### src/rscr_pkg.sv
// Operation
// - latch enable set: timeout expires, output latches off
// - latch enable clear in both: never latch off
// - second config copy; both-gated functions need both
// - delay code sets phases 1,3,5; latchoff 4x
// - soft-start slew code sets ramp of phases 2,4
// - dynamic voltage slew: 1 V/ms plus 2 per step
// - read-only 16-bit aux sense readback
// - aux sense selectable: pin, input voltage, input current
// - readbacks use linear exponent/mantissa format
// - read-only 16-bit termination rail readback
package rscr_pkg;
  localparam logic [7:0] CODE_CFG_B = 8'h00_D3;
  localparam logic [7:0] CODE_DELAY = 8'h00_D4;
  localparam logic [7:0] CODE_RISE = 8'h00_D5;
  localparam logic [7:0] CODE_DVID = 8'h00_D6;
  localparam logic [7:0] CODE_AUX = 8'h00_D7;
  localparam logic [7:0] CODE_TERM = 8'h00_D8;

  localparam logic [7:0] RST_CFG_B = 8'h00_52;
  localparam logic [7:0] RST_DELAY = 8'h00_03;
  localparam logic [7:0] RST_RISE = 8'h00_02;
  localparam logic [7:0] RST_DVID = 8'h00_01;
  localparam logic [15:0] RST_READBACK = 16'h0000;

  localparam int CLIM_BIT = 1;
  localparam int LOOP_BIT = 2;
  localparam logic [7:0] CFG_WR_MASK = 8'h00_FE;
  localparam logic [7:0] CODE3_MASK = 8'h00_07;
  localparam int LATCH_MULT = 4;
  // default delay step of one code unit, in microseconds
  localparam int DELAY_STEP_US = 1000;
  localparam int CLK_MHZ = 100;

  typedef struct packed {
    logic wr;
    logic [7:0] code;
    logic [7:0] wdata;
  } rscr_reg_req_t;

  typedef struct packed {
    logic [4:0] exponent;
    logic [10:0] mantissa;
  } rscr_linear_t;

  typedef enum logic [1:0] {
    AUX_PIN = 2'h0,
    AUX_VIN = 2'h1,
    AUX_IIN = 2'h2
  } rscr_aux_sel_t;

  typedef enum logic [6:0] {
    ST_IDLE = 7'b000_0001,
    ST_PH1 = 7'b000_0010,
    ST_PH2 = 7'b000_0100,
    ST_PH3 = 7'b000_1000,
    ST_PH4 = 7'b001_0000,
    ST_PH5 = 7'b010_0000,
    ST_DONE = 7'b100_0000
  } rscr_state_t;
endpackage

### src/rscr_regs.sv
`timescale 1ns/1ps
module rscr_regs #(
  parameter int DELAY_STEP_CYCLES = rscr_pkg::DELAY_STEP_US * rscr_pkg::CLK_MHZ,
  parameter logic [4:0] LIN_EXPONENT = 5'h18
) (
  input wire logic I_CLK_SYS,
  input wire logic I_RST,
  input wire rscr_pkg::rscr_reg_req_t I_REG_REQ,
  output logic [15:0] O_REG_RDATA,
  output logic O_REG_HIT,
  input wire logic [7:0] I_CFG_COPY_A,
  input wire logic I_ENABLE,
  input wire logic I_CURRENT_LIMIT,
  input wire logic I_RAMP_DONE,
  input wire rscr_pkg::rscr_aux_sel_t I_AUX_SEL,
  input wire logic I_ADC_VALID,
  input wire logic [10:0] I_AUX_ADC,
  input wire logic [10:0] I_TERM_ADC,
  output rscr_pkg::rscr_aux_sel_t O_AUX_SEL,
  output logic O_LATCHOFF,
  output logic O_LOOP_TEST_EN,
  output rscr_pkg::rscr_state_t O_STARTUP_PHASE,
  output logic O_RAMP_ACTIVE,
  output logic [4:0] O_RAMP_RATE_TENTHS,
  output logic [4:0] O_DVID_RATE_VMS
);
  import rscr_pkg::*;

  // the latchoff count is 32 bits wide: eight steps times four must not overflow it
  if (DELAY_STEP_CYCLES < 1 || DELAY_STEP_CYCLES > 1000000) begin : g_step_check
    $error("DELAY_STEP_CYCLES out of range");
  end

  logic [7:0] cfg_b_ff;
  logic [7:0] delay_ff;
  logic [7:0] rise_ff;
  logic [7:0] dvid_ff;
  rscr_linear_t aux_ff;
  rscr_linear_t term_ff;
  logic cl_meta_ff;
  logic cl_sync_ff;
  logic en_meta_ff;
  logic en_sync_ff;
  logic [31:0] lt_cnt_ff;
  logic latch_ff;
  logic [31:0] ph_cnt_ff;
  rscr_state_t st_ff;
  rscr_state_t nxt_st;
  rscr_aux_sel_t aux_sel_ff;

  wire wr_b = I_REG_REQ.wr && I_REG_REQ.code == CODE_CFG_B;
  wire wr_delay = I_REG_REQ.wr && I_REG_REQ.code == CODE_DELAY;
  wire wr_rise = I_REG_REQ.wr && I_REG_REQ.code == CODE_RISE;
  wire wr_dvid = I_REG_REQ.wr && I_REG_REQ.code == CODE_DVID;

  // latch enable is an or of both copies: clear in both disables it
  wire latch_en = I_CFG_COPY_A[CLIM_BIT] | cfg_b_ff[CLIM_BIT];
  assign O_LOOP_TEST_EN = I_CFG_COPY_A[LOOP_BIT] & cfg_b_ff[LOOP_BIT];

  wire [31:0] delay_cyc = 32'(({29'd0, delay_ff[2:0]} + 32'd1) * DELAY_STEP_CYCLES);
  wire [31:0] latch_cyc = 32'(delay_cyc * LATCH_MULT);
  wire lt_expire = en_sync_ff && cl_sync_ff && latch_en && lt_cnt_ff >= latch_cyc - 32'd1;
  wire ph_expire = ph_cnt_ff >= delay_cyc - 32'd1;

  assign O_RAMP_RATE_TENTHS = {1'b0, rise_ff[2:0], 1'b1};
  assign O_DVID_RATE_VMS = {1'b0, dvid_ff[2:0], 1'b1};
  assign O_LATCHOFF = latch_ff;
  assign O_STARTUP_PHASE = st_ff;
  assign O_RAMP_ACTIVE = st_ff == ST_PH2 || st_ff == ST_PH4;
  assign O_AUX_SEL = aux_sel_ff;

  // register writes; reserved bit 0 is never stored
  always_ff @(posedge I_CLK_SYS) begin
    if (I_RST) begin
      cfg_b_ff <= RST_CFG_B;
      delay_ff <= RST_DELAY;
      rise_ff <= RST_RISE;
      dvid_ff <= RST_DVID;
    end else begin
      if (wr_b) cfg_b_ff <= I_REG_REQ.wdata & CFG_WR_MASK;
      if (wr_delay) delay_ff <= I_REG_REQ.wdata & CODE3_MASK;
      if (wr_rise) rise_ff <= I_REG_REQ.wdata & CODE3_MASK;
      if (wr_dvid) dvid_ff <= I_REG_REQ.wdata & CODE3_MASK;
    end
  end

  // readbacks only move on a converter sample, never on a host write
  always_ff @(posedge I_CLK_SYS) begin
    if (I_RST) begin
      aux_ff <= RST_READBACK;
      term_ff <= RST_READBACK;
      aux_sel_ff <= AUX_PIN;
    end else begin
      aux_sel_ff <= I_AUX_SEL;
      if (I_ADC_VALID) begin
        aux_ff <= {LIN_EXPONENT, I_AUX_ADC};
        term_ff <= {LIN_EXPONENT, I_TERM_ADC};
      end
    end
  end

  always_ff @(posedge I_CLK_SYS) begin
    if (I_RST) begin
      O_REG_RDATA <= 16'h0000;
      O_REG_HIT <= 1'b0;
    end else begin
      O_REG_HIT <= 1'b1;
      unique case (I_REG_REQ.code)
        CODE_CFG_B: O_REG_RDATA <= {8'h00, cfg_b_ff};
        CODE_DELAY: O_REG_RDATA <= {8'h00, delay_ff};
        CODE_RISE: O_REG_RDATA <= {8'h00, rise_ff};
        CODE_DVID: O_REG_RDATA <= {8'h00, dvid_ff};
        CODE_AUX: O_REG_RDATA <= aux_ff;
        CODE_TERM: O_REG_RDATA <= term_ff;
        default: begin
          O_REG_RDATA <= 16'h0000;
          O_REG_HIT <= 1'b0;
        end
      endcase
    end
  end

  // pin inputs cross through two flops before use
  always_ff @(posedge I_CLK_SYS) begin
    if (I_RST) begin
      cl_meta_ff <= 1'b0;
      cl_sync_ff <= 1'b0;
      en_meta_ff <= 1'b0;
      en_sync_ff <= 1'b0;
    end else begin
      cl_meta_ff <= I_CURRENT_LIMIT;
      cl_sync_ff <= cl_meta_ff;
      en_meta_ff <= I_ENABLE;
      en_sync_ff <= en_meta_ff;
    end
  end

  // timer runs only while enabled and limited, so enabling never latches at once
  always_ff @(posedge I_CLK_SYS) begin
    if (I_RST) begin
      lt_cnt_ff <= 32'd0;
      latch_ff <= 1'b0;
    end else begin
      if (!en_sync_ff || !cl_sync_ff || !latch_en || latch_ff) lt_cnt_ff <= 32'd0;
      else lt_cnt_ff <= lt_cnt_ff + 32'd1;
      if (!en_sync_ff) latch_ff <= 1'b0;
      else if (lt_expire) latch_ff <= 1'b1;
    end
  end

  always_comb begin
    nxt_st = st_ff;
    unique case (st_ff)
      ST_IDLE: if (en_sync_ff) nxt_st = ST_PH1;
      ST_PH1: if (ph_expire) nxt_st = ST_PH2;
      ST_PH2: if (I_RAMP_DONE) nxt_st = ST_PH3;
      ST_PH3: if (ph_expire) nxt_st = ST_PH4;
      ST_PH4: if (I_RAMP_DONE) nxt_st = ST_PH5;
      ST_PH5: if (ph_expire) nxt_st = ST_DONE;
      ST_DONE: nxt_st = ST_DONE;
      default: nxt_st = ST_IDLE;
    endcase
    if (!en_sync_ff || latch_ff) nxt_st = ST_IDLE;
  end

  always_ff @(posedge I_CLK_SYS) begin
    if (I_RST) begin
      st_ff <= ST_IDLE;
      ph_cnt_ff <= 32'd0;
    end else begin
      st_ff <= nxt_st;
      ph_cnt_ff <= (nxt_st != st_ff) ? 32'd0 : ph_cnt_ff + 32'd1;
    end
  end
endmodule // rscr_regs

### config.mk
export PLATFORM = sky130hd
export DESIGN_NAME = rscr_regs
export DESIGN_NICKNAME = d
export VERILOG_FILES = /design/src/rscr_pkg.sv /design/src/rscr_regs.sv
export SDC_FILE = /design/constraint.sdc
export NUM_CORES = 1
export LEC_CHECK = 0
export BUFFER_PORTS_ARGS = -buffer_cell sky130_fd_sc_hd__buf_4
export CORE_ASPECT_RATIO = 0.7
export CORE_MARGIN = 3
export CORE_UTILIZATION = 42
export CTS_CLUSTER_DIAMETER = 40
export DETAILED_ROUTE_END_ITERATION = 8
export PLACE_DENSITY = 0.7
export SKIP_LAST_GASP = 1
export SYNTH_ARGS = -nofsm -noshare
export SYNTH_HDL_FRONTEND = slang
export SYNTH_SLANG_ARGS = --single-unit
export TNS_END_PERCENT = 100
### constraint.sdc
create_clock -name I_CLK_SYS -period 8.8 [get_ports I_CLK_SYS]
set_input_delay 0.88 -clock I_CLK_SYS [delete_from_list [all_inputs] [get_ports I_CLK_SYS]]
set_output_delay 0.88 -clock I_CLK_SYS [all_outputs]
set_load 0.005 [all_outputs]
==> summary.md <==
| Metric | Value |
|---|---|
| Finished Layout Cells | `1106` |
| DRC violations left | `0` |
| Buffers and inverters on the worst path | `2` |
| Starting density of the core | `43.7%` |
| Startpoint class of the critical path | `flip-flop` |
| Netlist Area Pre-Place | `0.00727 mm2` |
| Final nets | `976` |
| Routed WL | `17000 um` |
| Overflow after GRT | `0` |
| CTS tree | `done` |
| Outcome | `finished, final reports clean` |
| Register Area | `0.00260 mm2` |
| DRT iter0 DRCs | `451` |
| Insertion delay to the later sink of the worst-skew pair | `420 ps` |
| CP top delay family | `compound AO/OA/AOI/OAI gates` |
| Critical Path, Cell by Cell | `inv_1 -> ha_1 -> ha_1 -> ha_1 -> ha_1 -> a21oi_1 -> o21ai_0 -> mux2i_1 -> o211ai_1 -> nor2_2 -> nand3_1 -> or4_1 -> ha_1 -> nand2_1 -> a2111oi_4 -> nor3b_4 -> a21oi_4 -> buf_4 -> nor3_2` |
| CTS resizes | `0` |
| Area delta synth->final | `18.3%` |
| Vias in the first global route | `5369` |
| Final hold vios | `0` |
| Clk slew on worst S/H paths | `60 ps` |
| Clock root buffer | `clkbuf_16` |
| Row count | `39` |
| Leakage | `0.00360 uW` |
| Top-count cell post-synth | `dfxtp_1` |
| Detailed placement HPWL | `12400 um` |
| Layout Skew | `21.4 ps` |
| Setup CP Type | `reg2reg` |
| Final Slew Violations | `0` |
| Full die area | `0.0189 mm2` |
| Largest cells by area after synthesis | `dfxtp_1, ha_1, xor2_1` |
| IO Port Bufs | `80` |
| Tcrit/Tclk final | `79.6%` |
| # H-tree levels | `4` |
| Core area | `0.0166 mm2` |
| Setup bufs post-CTS | `0` |
| Worst setup EP type | `flip-flop` |
| Largest net degree at the start of global routing | `42` |
| Fillers | `1523` |
| Number of antenna violations at the first check in global routing | `0` |
| Num Clock Sinks | `130` |
| Gpl congestion | `0.862` |
| Die width | `163 um` |
| Commonest cells post-synth | `dfxtp_1, nor2_1, nand2_1, ha_1, xor2_1` |
| Antenna cell count | `0` |
| DP Cell Count | `1074` |
| Setup ws final | `1800 ps` |
| Mean cell area of the mapped netlist | `9.07 um2` |
| EDFF count, synth | `0` |
| Dpl ws | `1800 ps` |
| Slowest cell on crit path | `dfxtp_1` |
| Worst slew pin tran | `1100 ps` |
| Clock buffer count from CTS | `17` |
| Yosys top cell area share | `35.8%` |
| Share of async-settable or async-resettable flops after synthesis | `0%` |
| Crit path arrival time | `7300 ps` |
| HP Class | `reg2reg` |
| Worst vdd ir | `0.119 mV` |
| Worst-path fanout max | `24` |
| Synthesis-stage register bit count | `130` |
| Setup TNS | `0 ps` |
| Worst-case hold slack | `435 ps` |
| Post-synthesis sequential area ratio | `35.8%` |
| Fmax | `143 MHz` |
| Final setup fails | `0` |
| Synth unique cells | `66` |
| Layout cells sized above 1 | `19.1%` |
| GRT Util Overall | `17.9%` |
| Pre-Repair DR Iteration Count | `5` |
| DR WL/cell | `15.4 um` |
| RSZ-0062 raised after global routing | `false` |
| Fin crit period | `7000 ps` |
| ANT nets after route | `0` |
| Max Buffers Root-to-Sink | `2` |
| Synth warnings | `0` |
| Cell taking the most area after synthesis | `dfxtp_1` |
| Total vias in the final route | `5923` |
| WP data required | `9090 ps` |
| Area occupied by multi-input gates | `0.00441 mm2` |
| Via density | `5.36` |
| Post-CTS Hold Buffers | `0` |
| Number of max-cap violations | `0` |
| Crit path top cell by count | `ha_1` |
| CP peak stage delay | `780 ps` |
| Slew HR | `26.4%` |
| IO Pins | `94` |
| DIE HEIGHT | `116 um` |
| First-pass GRT wire length | `27300 um` |
| PwrDens | `163 mW/mm2` |
| Synth Instances | `801` |
| Core Util, Final | `51.7%` |
| Top FF cell, synth | `dfxtp_1` |
worst reg2reg max path, stage by stage (launching register included):
cell and delay, ps:
dfxtp_1 780, inv_1 420, ha_1 510, ha_1 340, ha_1 280, ha_1 330, a21oi_1 80, o21ai_0 530
mux2i_1 260, o211ai_1 210, nor2_2 210, nand3_1 90, or4_1 640, ha_1 400, nand2_1 100, a2111oi_4 410
nor3b_4 130, a21oi_4 750, buf_4 360, nor3_2 70
layer usage:
layer	vias up	global-route usage, %	part of all wire (%)
li1	2960	-	-
met1	2804	27.9	53
met2	146	24.5	41
met3	13	3.79	5.1
met4	0	5.35	0.70
met5	-	0	0
kinds of logic (layout without fill, tap and decap cells):
group	after synthesis	in the layout	synth area share, %
AO/OA/AOI/OAI	94	94	9.14
XOR/XNOR	83	83	10.7
adder cells (fa/ha/maj)	53	53	9.13
buffers and inverters	56	131	3.74
flip-flops	130	130	35.8
multiplexers	37	37	5.61
other	2	7	0.103
AND/OR/NAND/NOR	346	346	25.7
worst paths after layout:
path	start	endpoint	slack (ps)	cells past startpoint
setup / recovery	delay_ff[0]$_SDFFE_PP1P_	ph_cnt_ff[20]$_SDFF_PP0_	1800	19
hold / removal	cl_meta_ff$_SDFF_PP0_	cl_sync_ff$_SDFF_PP0_	440	1
setup reg to reg	delay_ff[0]$_SDFFE_PP1P_	ph_cnt_ff[20]$_SDFF_PP0_	1800	19
hold reg to reg	cl_meta_ff$_SDFF_PP0_	cl_sync_ff$_SDFF_PP0_	440	1
where the power goes:
group	leakage [uW]	internal (uW)	switching [uW]
clock network	0.000304	434	307
logic	0.00224	27.8	30.6
registers	0.00105	598	5.52
total	0.00360	1060	343
stage by stage:
stage                     power [uW]  cell area (um2)
final                           1400             8600
after global routing            1450             8600
after CTS                       1410             8600
after detailed placement         674             7980
after global placement           674             7980
after floorplan                  651             7290
sequential cells by signal, summed over array words and instances (netlist names), 7 cells and up:
signal	count
term_ff	12
cfg_b_ff	7
O_STARTUP_PHASE	7
O_REG_RDATA	12
aux_ff	11
lt_cnt_ff	32
ph_cnt_ff	32
layout by cell type (no fill, tap or decap), drive strengths merged, types with 8 or more instances in the layout:
cell type	synthesis	final
a21oi	31	31
and3	18	18
buf	21	84
clkbuf	20	17
dfxtp	130	130
ha	53	53
inv	15	25
mux2i	34	34
nand2	75	75
nand3	40	40
nand4	16	16
nor2	97	97
nor2b	12	12
nor3	46	46
nor4	8	8
o21ai	17	17
xnor2	29	29
xor2	54	54
area by class of cell:
| cell class | count | area share, % |
|---|---|---|
| tap | 225 | 3.27 |
| clock inverter | 15 | 2.23 |
| inverter | 15 | 0.655 |
| sequential | 130 | 30.3 |
| multi-input combinational | 620 | 51.3 |
| timing repair buffer | 84 | 7.33 |
| clock buffer | 17 | 4.95 |
Power figures use the tool's default switching activity.
